File: src/inc/io_chain_pkg.sv
// constants shared by the chain device configuration logic
`default_nettype none
package io_chain_pkg;
    // ---------------------------------------------------------------
    // bus geometry
    // ---------------------------------------------------------------
    localparam int ADR_W = 12;
    localparam int DEV_LSB = 7;     // address bits 11:7 pick a device tag
    localparam int TAG_W = 5;
    localparam int LINK_COUNT = 2;
    localparam int WID_W = 3;
    // ---------------------------------------------------------------
    // register byte offsets inside one device window
    // ---------------------------------------------------------------
    localparam logic [6:0] OFF_COMMAND = 7'h00;
    localparam logic [6:0] OFF_BASE_TAG = 7'h04;
    localparam logic [6:0] OFF_LINK_CTRL = 7'h08;
    localparam logic [6:0] OFF_STATUS = 7'h0C;
    localparam logic [6:0] OFF_LINK_CFG0 = 7'h10;
    localparam logic [6:0] OFF_LINK_STEP = 7'h04;
    localparam logic [6:0] OFF_SLOT_COUNT = 7'h18;
    // ---------------------------------------------------------------
    // field positions
    // ---------------------------------------------------------------
    localparam int CMD_HOST_LINK = 0;
    localparam int CMD_DEFAULT_DIR = 1;
    localparam int CMD_BUS_MASTER = 2;
    localparam int CTL_DISCARD = 0;
    localparam int CTL_TERMINUS = 1;
    localparam int CTL_TX_OFF = 2;
    localparam int CTL_REORDER = 3;
    localparam int STS_INIT_LSB = 0;
    localparam int STS_ERR_LSB = 4;
    localparam int CFG_MAX_IN = 0;
    localparam int CFG_MAX_OUT = 4;
    localparam int CFG_PRG_IN = 8;
    localparam int CFG_PRG_OUT = 12;
    localparam int CFG_ACT_IN = 16;
    localparam int CFG_ACT_OUT = 20;
    // ---------------------------------------------------------------
    // reset values and width codes
    // ---------------------------------------------------------------
    localparam logic [TAG_W-1:0] BASE_TAG_RST = 5'h00;
    localparam logic [3:0] CTRL_RST = 4'h0;   // discard starts inactive
    localparam logic [WID_W-1:0] WID_8 = 3'h0;
    localparam logic [WID_W-1:0] WID_16 = 3'h1;
    localparam logic [WID_W-1:0] WID_32 = 3'h3;
    localparam logic [WID_W-1:0] WID_2 = 3'h4;
    localparam logic [WID_W-1:0] WID_4 = 3'h5;
    localparam logic [WID_W-1:0] WID_OFF = 3'h7;
endpackage
`default_nettype wire
File: src/hw/io_chain_cfg.sv
// configuration logic of one chain device behind a wishbone slave
// ---------------------------------------------------------------------
// ---------------------------------------------------------------------
//
// The Wishbone register port and the address map were chosen for this implementation.
`timescale 1ns/1ps
`default_nettype none
module io_chain_cfg
    import io_chain_pkg::*;
#(
    parameter logic [TAG_W-1:0] TAG_SLOT_COUNT = 5'h01,
    parameter logic [WID_W-1:0] MAX_IN_WIDTH = 3'h3,
    parameter logic [WID_W-1:0] MAX_OUT_WIDTH = 3'h3
)
(
    input wire logic clk_i,
    input wire logic rst_i,
    input wire logic ce_i,
    input wire logic wb_cyc_i,
    input wire logic wb_stb_i,
    input wire logic wb_we_i,
    input wire logic [ADR_W-1:0] wb_adr_i,
    input wire logic [3:0] wb_sel_i,
    input wire logic [31:0] wb_dat_i,
    output logic [31:0] wb_dat_o,
    output logic wb_ack_o,
    output logic wb_err_o,
    input wire logic link_src_i,
    input wire logic power_good_i,
    input wire logic link_stop_n_i,
    input wire logic [LINK_COUNT-1:0] init_done_i,
    input wire logic [LINK_COUNT-1:0] link_err_i,
    input wire logic [LINK_COUNT-1:0] neg_done_i,
    input wire logic [LINK_COUNT*WID_W-1:0] neg_in_i,
    input wire logic [LINK_COUNT*WID_W-1:0] neg_out_i,
    output logic power_good_sec_o,
    output logic reset_sec_o,
    output logic host_link_o,
    output logic default_dir_o,
    output logic bus_master_o,
    output logic [TAG_W-1:0] base_tag_number_o,
    output logic discard_dead_o,
    output logic chain_terminus_flag_o,
    output logic transmitter_shutdown_o,
    output logic tag_reorder_block_o,
    output logic [LINK_COUNT*WID_W-1:0] width_in_o,
    output logic [LINK_COUNT*WID_W-1:0] width_out_o
);
    // ---------------------------------------------------------------
    // address decode helpers
    // ---------------------------------------------------------------
    function automatic logic [TAG_W-1:0] dev_of(input logic [ADR_W-1:0] a);
        dev_of = a[ADR_W-1:DEV_LSB];
    endfunction

    function automatic logic [6:0] off_of(input logic [ADR_W-1:0] a);
        off_of = {a[DEV_LSB-1:2], 2'b00};
    endfunction

    function automatic logic [6:0] cfg_off(input int i);
        cfg_off = OFF_LINK_CFG0 + 7'(i) * OFF_LINK_STEP;
    endfunction

    logic ack_ff, nxt_ack;
    logic err_ff, nxt_err;
    logic [31:0] dat_ff, nxt_dat;
    logic host_link_ff, nxt_host_link;
    logic default_dir_ff, nxt_default_dir;
    logic bus_master_ff, nxt_bus_master;
    logic [TAG_W-1:0] base_tag_ff, nxt_base_tag;
    logic [3:0] ctrl_ff, nxt_ctrl;
    logic [LINK_COUNT-1:0] err_sticky_ff, nxt_err_sticky;
    logic pg_sec_ff, nxt_pg_sec;
    logic rst_sec_ff;
    logic req, hit, commit;
    logic [6:0] off;
    logic [31:0] rd_data;
    logic [LINK_COUNT-1:0] prog_wr;
    logic [LINK_COUNT*WID_W-1:0] prog_in, prog_out, act_in, act_out;

    // ---------------------------------------------------------------
    // width control per link
    // ---------------------------------------------------------------
    genvar g;
    generate
        for (g = 0; g < LINK_COUNT; g++)
        begin : g_link
            link_width_ctl link_width_ctl_i (
                .clk_i(clk_i),
                .rst_i(rst_i),
                .ce_i(ce_i),
                .power_good_i(power_good_i),
                .link_stop_n_i(link_stop_n_i),
                .neg_done_i(neg_done_i[g]),
                .neg_in_i(neg_in_i[g*WID_W +: WID_W]),
                .neg_out_i(neg_out_i[g*WID_W +: WID_W]),
                .prog_wr_i(prog_wr[g]),
                .prog_in_i(wb_dat_i[CFG_PRG_IN +: WID_W]),
                .prog_out_i(wb_dat_i[CFG_PRG_OUT +: WID_W]),
                .prog_in_o(prog_in[g*WID_W +: WID_W]),
                .prog_out_o(prog_out[g*WID_W +: WID_W]),
                .act_in_o(act_in[g*WID_W +: WID_W]),
                .act_out_o(act_out[g*WID_W +: WID_W])
            );
            // programmed widths only take effect at warm reset or reconnect
            assign prog_wr[g] = commit && off == cfg_off(g) && wb_sel_i[1];
        end
    endgenerate

    // ---------------------------------------------------------------
    // request decode; only the holder of the addressed tag claims it
    // ---------------------------------------------------------------
    assign req = wb_cyc_i && wb_stb_i;
    assign off = off_of(wb_adr_i);
    assign hit = dev_of(wb_adr_i) == base_tag_ff;
    // a write lands on the edge that sees the acknowledge
    assign commit = req && wb_we_i && ack_ff;

    // read multiplexer; unmapped offsets read as zero
    always_comb
    begin
        rd_data = 32'h0000_0000;
        case (off)
            OFF_COMMAND:
            begin
                rd_data[CMD_HOST_LINK] = host_link_ff;
                rd_data[CMD_DEFAULT_DIR] = default_dir_ff;
                rd_data[CMD_BUS_MASTER] = bus_master_ff;
            end
            OFF_BASE_TAG: rd_data[TAG_W-1:0] = base_tag_ff;
            OFF_LINK_CTRL: rd_data[3:0] = ctrl_ff;
            OFF_STATUS:
            begin
                rd_data[STS_INIT_LSB +: LINK_COUNT] = init_done_i;
                rd_data[STS_ERR_LSB +: LINK_COUNT] = err_sticky_ff;
            end
            OFF_SLOT_COUNT: rd_data[TAG_W-1:0] = TAG_SLOT_COUNT;
            default: rd_data = 32'h0000_0000;
        endcase
        for (int i = 0; i < LINK_COUNT; i++)
        begin
            if (off == cfg_off(i))
            begin
                rd_data[CFG_MAX_IN +: WID_W] = MAX_IN_WIDTH;
                rd_data[CFG_MAX_OUT +: WID_W] = MAX_OUT_WIDTH;
                rd_data[CFG_PRG_IN +: WID_W] = prog_in[i*WID_W +: WID_W];
                rd_data[CFG_PRG_OUT +: WID_W] = prog_out[i*WID_W +: WID_W];
                rd_data[CFG_ACT_IN +: WID_W] = act_in[i*WID_W +: WID_W];
                rd_data[CFG_ACT_OUT +: WID_W] = act_out[i*WID_W +: WID_W];
            end
        end
    end

    // ---------------------------------------------------------------
    // next values of the bus answer and the register file
    // ---------------------------------------------------------------
    always_comb
    begin
        nxt_ack = 1'b0;
        nxt_err = 1'b0;
        nxt_dat = dat_ff;
        nxt_host_link = host_link_ff;
        nxt_default_dir = default_dir_ff;
        nxt_bus_master = bus_master_ff;
        nxt_base_tag = base_tag_ff;
        nxt_ctrl = ctrl_ff;
        nxt_pg_sec = power_good_i;
        // answer one cycle after the request, for one cycle only
        if (req && !ack_ff && !err_ff)
        begin
            nxt_ack = hit;
            nxt_err = !hit;    // not ours: pass it down the chain
            nxt_dat = hit ? rd_data : 32'h0000_0000;
        end
        if (commit)
        begin
            case (off)
                OFF_COMMAND:
                begin
                    // even a write that keeps every field marks the link
                    nxt_host_link = link_src_i;
                    if (wb_sel_i[0])
                    begin
                        nxt_default_dir = wb_dat_i[CMD_DEFAULT_DIR];
                        nxt_bus_master = wb_dat_i[CMD_BUS_MASTER];
                    end
                end
                OFF_BASE_TAG:
                    if (wb_sel_i[0])
                        nxt_base_tag = wb_dat_i[TAG_W-1:0];
                OFF_LINK_CTRL:
                    if (wb_sel_i[0])
                        nxt_ctrl = wb_dat_i[3:0];
                default: nxt_ctrl = ctrl_ff;
            endcase
        end
        // error events stick; a new event beats a clear in the same cycle
        nxt_err_sticky = err_sticky_ff;
        if (commit && off == OFF_STATUS && wb_sel_i[0])
            nxt_err_sticky = err_sticky_ff
                & ~wb_dat_i[STS_ERR_LSB +: LINK_COUNT];
        nxt_err_sticky = nxt_err_sticky | link_err_i;
    end

    // ---------------------------------------------------------------
    // registers
    // ---------------------------------------------------------------
    always_ff @(posedge clk_i)
    begin
        if (rst_i)
        begin
            ack_ff <= 1'b0;
            err_ff <= 1'b0;
            dat_ff <= 32'h0000_0000;
            host_link_ff <= 1'b0;
            default_dir_ff <= 1'b0;
            bus_master_ff <= 1'b0;
            base_tag_ff <= BASE_TAG_RST;
            ctrl_ff <= CTRL_RST;
            err_sticky_ff <= '0;
            pg_sec_ff <= 1'b0;
            rst_sec_ff <= 1'b1;
        end
        else if (ce_i)
        begin
            ack_ff <= nxt_ack;
            err_ff <= nxt_err;
            dat_ff <= nxt_dat;
            host_link_ff <= nxt_host_link;
            default_dir_ff <= nxt_default_dir;
            bus_master_ff <= nxt_bus_master;
            base_tag_ff <= nxt_base_tag;
            ctrl_ff <= nxt_ctrl;
            err_sticky_ff <= nxt_err_sticky;
            pg_sec_ff <= nxt_pg_sec;
            rst_sec_ff <= 1'b0;
        end
    end

    // ---------------------------------------------------------------
    // outputs; only secondary-side copies exist, nothing drives primary
    // ---------------------------------------------------------------
    assign wb_ack_o = ack_ff;
    assign wb_err_o = err_ff;
    assign wb_dat_o = dat_ff;
    assign power_good_sec_o = pg_sec_ff;
    assign reset_sec_o = rst_sec_ff;
    assign host_link_o = host_link_ff;
    assign default_dir_o = default_dir_ff;
    assign bus_master_o = bus_master_ff;
    assign base_tag_number_o = base_tag_ff;
    assign discard_dead_o = ctrl_ff[CTL_DISCARD];
    assign chain_terminus_flag_o = ctrl_ff[CTL_TERMINUS];
    assign transmitter_shutdown_o = ctrl_ff[CTL_TX_OFF];
    assign tag_reorder_block_o = ctrl_ff[CTL_REORDER];
    assign width_in_o = act_in;
    assign width_out_o = act_out;
endmodule
`default_nettype wire

File: src/hw/link_width_ctl.sv
// per-link width fields: negotiated load, programmed value, applied value
`timescale 1ns/1ps
`default_nettype none
module link_width_ctl
    import io_chain_pkg::*;
(
    input wire logic clk_i,
    input wire logic rst_i,
    input wire logic ce_i,
    input wire logic power_good_i,
    input wire logic link_stop_n_i,
    input wire logic neg_done_i,
    input wire logic [WID_W-1:0] neg_in_i,
    input wire logic [WID_W-1:0] neg_out_i,
    input wire logic prog_wr_i,
    input wire logic [WID_W-1:0] prog_in_i,
    input wire logic [WID_W-1:0] prog_out_i,
    output logic [WID_W-1:0] prog_in_o,
    output logic [WID_W-1:0] prog_out_o,
    output logic [WID_W-1:0] act_in_o,
    output logic [WID_W-1:0] act_out_o
);
    // ---------------------------------------------------------------
    // width ranking and clipping
    // ---------------------------------------------------------------
    function automatic logic [1:0] rank(input logic [WID_W-1:0] w);
        case (w)
            WID_2: rank = 2'h1;
            WID_4: rank = 2'h2;
            WID_OFF: rank = 2'h0;
            default: rank = 2'h3;    // 8 bits or wider
        endcase
    endfunction

    // hardware picks only a narrow symmetric width, never 16/32 or mixed
    function automatic logic [WID_W-1:0] clip(input logic [WID_W-1:0] a,
                                              input logic [WID_W-1:0] b);
        logic [WID_W-1:0] n;
        n = (rank(a) < rank(b)) ? a : b;
        clip = (rank(n) == 2'h3) ? WID_8 : n;
    endfunction

    logic cold_ff, nxt_cold;
    logic stop_prev_ff, nxt_stop_prev;
    logic [WID_W-1:0] pin_ff, nxt_pin, pout_ff, nxt_pout;
    logic [WID_W-1:0] ain_ff, nxt_ain, aout_ff, nxt_aout;

    // ---------------------------------------------------------------
    // next state
    // ---------------------------------------------------------------
    always_comb
    begin
        nxt_cold = cold_ff;
        nxt_stop_prev = link_stop_n_i;
        nxt_pin = pin_ff;
        nxt_pout = pout_ff;
        nxt_ain = ain_ff;
        nxt_aout = aout_ff;
        if (!power_good_i)
        begin
            nxt_cold = 1'b1;
            nxt_pin = WID_8;
            nxt_pout = WID_8;
            nxt_ain = WID_8;
            nxt_aout = WID_8;
        end
        else if (cold_ff && neg_done_i)
        begin
            nxt_cold = 1'b0;
            nxt_pin = clip(neg_in_i, neg_out_i);
            nxt_pout = clip(neg_in_i, neg_out_i);
            nxt_ain = clip(neg_in_i, neg_out_i);
            nxt_aout = clip(neg_in_i, neg_out_i);
        end
        else
        begin
            if (prog_wr_i)
            begin
                nxt_pin = prog_in_i;
                nxt_pout = prog_out_i;
            end
            // reconnect applies the programmed widths like a warm reset
            if (!stop_prev_ff && link_stop_n_i)
            begin
                nxt_ain = pin_ff;
                nxt_aout = pout_ff;
            end
        end
    end

    // ---------------------------------------------------------------
    // registers; warm reset applies but never clears programmed widths
    // ---------------------------------------------------------------
    always_ff @(posedge clk_i)
    begin
        if (rst_i && power_good_i)
        begin
            stop_prev_ff <= 1'b1;
            ain_ff <= pin_ff;
            aout_ff <= pout_ff;
        end
        else if (rst_i || ce_i)
        begin
            cold_ff <= nxt_cold;
            stop_prev_ff <= nxt_stop_prev;
            pin_ff <= nxt_pin;
            pout_ff <= nxt_pout;
            ain_ff <= nxt_ain;
            aout_ff <= nxt_aout;
        end
    end

    assign prog_in_o = pin_ff;
    assign prog_out_o = pout_ff;
    assign act_in_o = ain_ff;
    assign act_out_o = aout_ff;
endmodule
`default_nettype wire

File: config.mk
export PLATFORM = sky130hd
export DESIGN_NAME = io_chain_cfg
export DESIGN_NICKNAME = d
export VERILOG_FILES = /design/src/inc/io_chain_pkg.sv /design/src/hw/io_chain_cfg.sv /design/src/hw/link_width_ctl.sv
export SDC_FILE = /design/constraint.sdc
export NUM_CORES = 1
export LEC_CHECK = 0
export BUFFER_PORTS_ARGS = -buffer_cell sky130_fd_sc_hd__buf_4
export CAP_MARGIN = 15
export CORE_UTILIZATION = 53
export DETAILED_ROUTE_END_ITERATION = 6
export GPL_TIMING_DRIVEN = 0
export PLACE_DENSITY_LB_ADDON = 0.2
export SLEW_MARGIN = 20
export SYNTH_ARGS = -nofsm -noshare
export SYNTH_HDL_FRONTEND = slang
export SYNTH_HIERARCHICAL = 1
export SYNTH_SLANG_ARGS = --single-unit
export TNS_END_PERCENT = 5
File: constraint.sdc
create_clock -name clk_i -period 3.02 [get_ports clk_i]
set_input_delay 0.302 -clock clk_i [delete_from_list [all_inputs] [get_ports clk_i]]
set_output_delay 0.302 -clock clk_i [all_outputs]
set_load 0.02 [all_outputs]
==> metrics, run 1 <==
synth warn=6; Final period util=0.701; CTS tree=yes; diode count=0; DR vias=3243; worst rel slew slack=0.575; critical path type=primary input to flip-flop; Post-Route WL=8770 microns; Syn Area/Cell=9.34 sq um; final HPWL from detailed placement=6770 microns; Distinct cells, synth=53; critical path arrival=2090 ps; Die Span Y=83.6 microns; actual transition at the worst max-transition pin=638 ps; CP Cell Sequence=buf_4 -> or2_2 -> nor3_4 -> buf_4 -> nand3_1 -> nor2_1 -> o21bai_1 -> a21oi_1; DRT antenna net count=0; H-tree levels=3; crit path time final=2120 ps; worst hold margin=212 ps; num ports=135; register area=0.00154 sq mm; Core Rows=29; VDD IR max=0.000340 V; Clock transition at path regs=70 ps; post-DR wirelength/cell=15.2 microns; Starting Density=0.553; Setup crit end kind=flip-flop; Hold Fails Final Rpt=0; # fillers=518; Primary FF master, synth=dfxtp_1; placed inst area=0.00439 sq mm; endpoints failing setup=0; growth of design area from synthesis to finish=29.7%; latest clock arrival within the worst-skew pair=330 ps; die width=83.6 microns; vias per cell=5.60; # DRC=0; max frequency=472 MHz; cts repair resizes=0; Req. time, crit path=2990 ps; max cap viols=0; port bufs=95; Static Leak=2.02 nW; pin count of the biggest net entering global routing=15; total CTS buffers=9; layout cell share with drive strength beyond 1=0.325; Layout Nets=574; total die area=0.00699 sq mm; Post-CTS Setup Inserts=0; part of the Yosys area used for sequential elements=0.437; combined area of the multi-input logic cells=0.00182 sq mm; status=finished clean; Setup crit start kind=primary input; mapped cell area=0.00353 sq mm; First-pass DRT Iterations=5; GRT Util Overall=0.257; crit path max fanout=10; largest area contributor in the netlist=edfxtp_1; antenna violations before repair=0; Power Density=449 mW/mm^2; Most common cell on crit path=buf_4; Syn Inst Count=378; RD Place Congestion=0.880; deepest clock path buffer count=2; CTS sink cnt=64; EDFF count, synth=26; core area=0.00639 sq mm; RSZ-0062 raised after global routing=no; post-route cell area=0.00458 sq mm; first-pass GRT wire length=14200 microns; clock root cell=clkbuf_8; synth top area cells=edfxtp_1 22%, dfxtp_1 22%, nand2_1 5.3%; async set-reset flop share out of synthesis=0; DR iter-0 viols=254; gr ovfl total=0; hold buffer count at CTS=0; number of global-route vias before repair=3002; top-area cell type share of the netlist area=0.221; Final TNS setup=0 ps; CP max stage cell=a21oi_1; Clock Skew=7.78 ps; max-slew violations=0; Hold Path Class=primary input to flip-flop; #FFs+latches synth=64; max incr delay on CP=530 ps
==> critical path, delay by kind of cell <==
kind | cells | cell delay [ps]
and+or+nand+nor | 4 | 810
AOI/OAI and AO/OA | 2 | 620
buffers and inverters | 2 | 340
==> cell usage in the layout (no fill, tap or decap), types with 3 or more instances in the layout <==
| cell type | count |
|---|---|
| a21oi_1 | 14 |
| buf_2 | 5 |
| nand3_1 | 26 |
| o21ai_1 | 10 |
| mux2_2 | 13 |
| o21bai_1 | 4 |
| inv_1 | 9 |
| nor3b_1 | 3 |
| nand2_1 | 50 |
| buf_4 | 110 |
| dfxtp_1 | 38 |
| o21ai_0 | 14 |
| nor2_1 | 37 |
| o21a_1 | 4 |
| xor2_1 | 5 |
| mux2i_1 | 18 |
| clkbuf_8 | 10 |
| edfxtp_1 | 26 |
| clkbuf_1 | 9 |
| nand2b_1 | 7 |
| nand4_1 | 5 |
| nand4b_1 | 3 |
| conb_1 | 14 |
| o31ai_1 | 14 |
| a21o_1 | 5 |
| nor2b_1 | 3 |
==> worst paths after layout <==
kind,slack [ps],cells past startpoint,start,to
worst max-delay path,900,8,wb_adr_i[5],g_link[0].link_width_ctl_i/prog_in_o[0]
worst min-delay path,210,2,link_stop_n_i,g_link[1].link_width_ctl_i/stop_prev_ff
worst max register to register,960,5,wb_ack_o,g_link[0].link_width_ctl_i/prog_in_o[0]
worst min register to register,450,2,wb_dat_o[18],wb_dat_o[18]
==> stage by stage <==
stage | std cells | util | power (mW) | worst slack [ps]
CTS | 579 | 0.717 | 2.06 | 962
detailed placement | 563 | 0.687 | 1.35 | 603
global route | 579 | 0.717 | 2.15 | 763
global placement | 563 | 0.687 | 1.34 | 636
finish | 579 | 0.717 | 2.05 | 902
floorplan | 391 | - | 1.21 | 1050
==> synthesized netlist by cell type (7+ instances only) <==
library cell / count
nand3_1: 26
o21ai_0: 14
dfxtp_1: 38
edfxtp_1: 26
nand2_1: 50
mux2i_1: 18
a21oi_1: 14
o21ai_1: 10
o31ai_1: 14
nand2b_1: 7
inv_1: 9
clkbuf_1: 7
mux2_2: 13
buf_4: 15
nor2_1: 37
==> flip-flops by register name (all words and copies together) (netlist names), 4 cells and up <==
name	cells
g_link.link_width_ctl_i/act_in_o	6
ctrl_ff	4
g_link.link_width_ctl_i/prog_out_o	6
wb_dat_o	18
g_link.link_width_ctl_i/act_out_o	6
g_link.link_width_ctl_i/prog_in_o	6
base_tag_number_o	5
==> power by group <==
part | leakage (nW) | switching [mW] | internal (mW)
registers | 0.574 | 0.0226 | 0.947
clock network | 0.0978 | 0.313 | 0.399
logic | 1.35 | 0.207 | 0.164
==> layout make-up <==
| class | count | share of cell area |
|---|---|---|
| multi-input combinational | 289 | 0.397 |
| sequential | 64 | 0.337 |
| timing repair buffer | 95 | 0.156 |
| buffer | 29 | 0.0407 |
| clock buffer | 12 | 0.0317 |
| tap | 77 | 0.0210 |
| clock inverter | 4 | 0.00957 |
| inverter | 9 | 0.00738 |
==> logic make-up after synthesis <==
group / after synthesis / share of synthesized area
xor+xnor: 7 / 0.0174
other cells: 1 / 0.00106
buf+inv: 38 / 0.0624
compound gates: 79 / 0.150
mux: 31 / 0.0925
fa+ha+maj: 2 / 0.00709
flops: 64 / 0.437
simple gates: 156 / 0.233
==> layer usage <==
metal / global-route usage / routed length, microns / vias to the layer above / part of all wire
li1: - / - / 1567 / -
met1: 0.344 / 3760 / 1476 / 0.43
met2: 0.410 / 4070 / 176 / 0.46
met3: 0.0455 / 720 / 24 / 0.082
met4: 0.109 / 225 / 0 / 0.026
met5: 0 / 0 / - / 0
No activity file was read; power rests on OpenSTA's default activity.
==> run 2: changes to the inputs <==
- ABC_AREA: not set -> 1
- CORE_UTILIZATION: 53 -> 45
- clock period: 3.02 -> 1.9 ns (I/O delays scaled with it)
==> metrics, run 2 <==
status=finished clean (unchanged); Static Leak=2.30 nW (was 2.02 nW); critical path arrival=1720 ps (was 2090 ps); first-pass GRT wire length=14500 microns (was 14200 microns); mapped cell area=0.00365 sq mm (was 0.00353 sq mm); crit path max fanout=6 (was 10); num ports=135 (unchanged); #FFs+latches synth=64 (unchanged); crit path from=wb_ack_o (was wb_adr_i[5]); Setup crit start kind=flip-flop (was primary input); Post-Synth Simple-Gate Area=0.340 (was 0.233); max FFs per register=18 (unchanged); vias per cell=4.83 (was 5.60); count leader, synth=nand2_1 (unchanged); VDD IR max=0.000327 V (was 0.000340 V); critical path type=flip-flop to flip-flop (was primary input to flip-flop); Final period util=0.903; Core Rows=32 (was 29); cts repair resizes=0 (unchanged); Post-Route WL=8880 microns (was 8770 microns); clock share of power=0.337 (was 0.347); switching share of power=0.278 (was 0.265); antenna violations before repair=0 (unchanged); CP max stage cell=dfxtp_1 (was a21oi_1); crit path time final=1720 ps; Hold Path Class=primary input to flip-flop (unchanged); post-DR wirelength/cell=12.3 microns (was 15.2 microns); endpoints failing setup=0 (unchanged); worst hold margin=98.0 ps (was 212 ps); layout cell share with drive strength beyond 1=0.299 (was 0.325); CTS tree=yes (unchanged); Overall Power=3.21 mW (was 2.05 mW); Distinct cells, synth=39 (was 53); Syn Inst Count=493 (was 378); pin count of the biggest net entering global routing=16 (was 15); largest area contributor in the netlist=edfxtp_1 (unchanged); DRT antenna net count=0 (unchanged); synth top area cells=edfxtp_1 21%, dfxtp_1 21%, nand2_1 18% (was edfxtp_1 22%, dfxtp_1 22%, nand2_1 5.3%); Primary FF master, synth=dfxtp_1 (unchanged); Hold Fails Final Rpt=0 (unchanged); DR iter-0 viols=201 (was 254); Synth Area in Compound Gates=0.127 (was 0.150); placed inst area=0.00455 sq mm (was 0.00439 sq mm); worst rel slew slack=0.561 (was 0.575); Syn Area/Cell=7.41 sq um (was 9.34 sq um); final HPWL from detailed placement=7030 microns (was 6770 microns); actual transition at the worst max-transition pin=659 ps (was 638 ps); gr ovfl total=0 (unchanged); Req. time, crit path=1900 ps (was 2990 ps); list of most frequent post-synthesis cells=174 x nand2_1, 44 x inv_1, 38 x dfxtp_1 (was 50 x nand2_1, 38 x dfxtp_1, 37 x nor2_1); H-tree levels=3 (unchanged); most frequent cells in the layout=174 x nand2_1, 110 x buf_4, 44 x inv_1 (was 110 x buf_4, 50 x nand2_1, 38 x dfxtp_1); crit-path leading delay family=simple AND/OR/NAND/NOR gates (unchanged); latest clock arrival within the worst-skew pair=340 ps (was 330 ps); RD Place Congestion=0.996 (was 0.880); Clock Skew=8.45 ps (was 7.78 ps); growth of design area from synthesis to finish=29.8% (was 29.7%); commonest non-fill, non-tap cell in the layout=nand2_1 (was buf_4); part of the Yosys area used for sequential elements=0.422 (was 0.437); First-pass DRT Iterations=5 (unchanged); number of global-route vias before repair=3288 (was 3002); max incr delay on CP=380 ps (was 530 ps); net switching power=893 uW (was 543 uW); part of the power in registers=0.483 (was 0.472); Most common cell on crit path=inv_1 (was buf_4); CTS sink cnt=64 (unchanged); WP buf/inv=2 (unchanged); max cap viols=0 (unchanged); # DRC=0 (unchanged); EDFF count, synth=26 (unchanged); clock root cell=clkbuf_8 (unchanged); total CTS buffers=9 (unchanged); Synth Area in Adders=0.00685 (was 0.00709); top-area cell type share of the netlist area=0.214 (was 0.221); post-route cell area=0.00474 sq mm (was 0.00458 sq mm); GRT Util Overall=0.218 (was 0.257); Die Span Y=92.1 microns (was 83.6 microns); core area=0.00777 sq mm (was 0.00639 sq mm); # fillers=747 (was 518); CP Cell Sequence=inv_1 -> nor2_1 -> nand2_1 -> nor4_1 -> inv_1 -> a21oi_2 (was buf_4 -> or2_2 -> nor3_4 -> buf_4 -> nand3_1 -> nor2_1 -> o21bai_1 -> a21oi_1); post-synthesis mux area share=0 (was 0.0925); Power Density=677 mW/mm^2 (was 449 mW/mm^2); largest family of logic cells by synthesized area=simple AND/OR/NAND/NOR gates (unchanged); register area=0.00154 sq mm (unchanged); async set-reset flop share out of synthesis=0 (unchanged); Combinational Power Share=0.179 (was 0.181); port bufs=96 (was 95); fin util=0.610 (was 0.717); synth warn=6 (unchanged); Post-Synth XOR/XNOR Area=0.00720 (was 0.0174); min-delay src=wb_dat_i[4] (was link_stop_n_i); Pint=2.32 mW (was 1.51 mW); deepest clock path buffer count=2 (unchanged); Layout Nets=690 (was 574); Setup crit end kind=flip-flop (unchanged); combined area of the multi-input logic cells=0.00182 sq mm (about the same); total die area=0.00848 sq mm (was 0.00699 sq mm); max frequency=583 MHz; max-slew violations=0 (unchanged); Final TNS setup=0 ps (unchanged); hold buffer count at CTS=0 (unchanged); Clock transition at path regs=70 ps (about the same); die width=92.1 microns (was 83.6 microns); worst reg2reg startpoint=wb_ack_o (unchanged); diode count=0 (unchanged); DR vias=3475 (was 3243); Starting Density=0.470 (was 0.553); Post-CTS Setup Inserts=0 (unchanged)
[run 2: cell types whose count changed in the layout (fill, tap and decap cells not counted), moves of 11 or more]
cell,change
a21oi_1,+17
a21oi_2,+11
inv_1,+35
mux2_2,-13
mux2i_1,-18
nand2_1,+124
nand2_2,+18
o31ai_1,-14
[run 2: area by class of cell]
type                            instances  share of cell area
Multi-Input combinational cell        369               0.384
Sequential cell                        64               0.325
Timing Repair Buffer                   96               0.152
Inverter                               50              0.0396
Clock buffer                           13              0.0359
Buffer                                 23              0.0338
Tap cell                              102              0.0269
Clock inverter                          3             0.00290
[run 2: path summary, 6_finish.rpt]
kind | to | cells past startpoint | slack, ps
hold / removal | base_tag_number_o[4] | 3 | 100
setup reg to reg | g_link[1].link_width_ctl_i/prog_out_o[1] | 6 | 180
hold reg to reg | g_link[0].link_width_ctl_i/stop_prev_ff | 2 | 460
setup / recovery | g_link[1].link_width_ctl_i/prog_out_o[1] | 6 | 180
[run 2: layer usage]
layer,routed length [microns],vias to the layer above,GRT usage
li1,-,1791,-
met1,3950,1533,0.279
met2,4150,139,0.364
met3,636,12,0.0357
met4,139,0,0.0898
met5,0,-,0
[run 2: cell families (layout without fill, tap and decap cells)]
logic type | Yosys count | in the layout
AO/OA/AOI/OAI | 81 | 81
XOR/XNOR | 3 | 3
adder cells (fa/ha/maj) | 2 | 2
buffers and inverters | 73 | 185
flip-flops | 64 | 64
other | 1 | 14
AND/OR/NAND/NOR | 269 | 269
[run 2: through the flow]
step,cells,worst slack (ps)
after CTS,720,14.4
final,720,185
after detailed placement,704,-182
after floorplan,506,175
after global routing,720,-1.52
after global placement,704,-198
[run 2: worst min-delay path: stages]
cell	delay, ps
buf_4	80
nor3_1	40
nor2_1	80
[run 2: power groups by stage]
stage / clock, mW / combinational (mW) / sequential, mW
6_report: 1.08 / 0.575 / 1.55
3_5_place_dp: 0 / 0.572 / 1.58
2_1_floorplan: 0 / 0.316 / 1.61
5_1_grt: 1.16 / 0.635 / 1.56
3_3_place_gp: 0 / 0.556 / 1.58
4_1_cts: 1.10 / 0.573 / 1.55
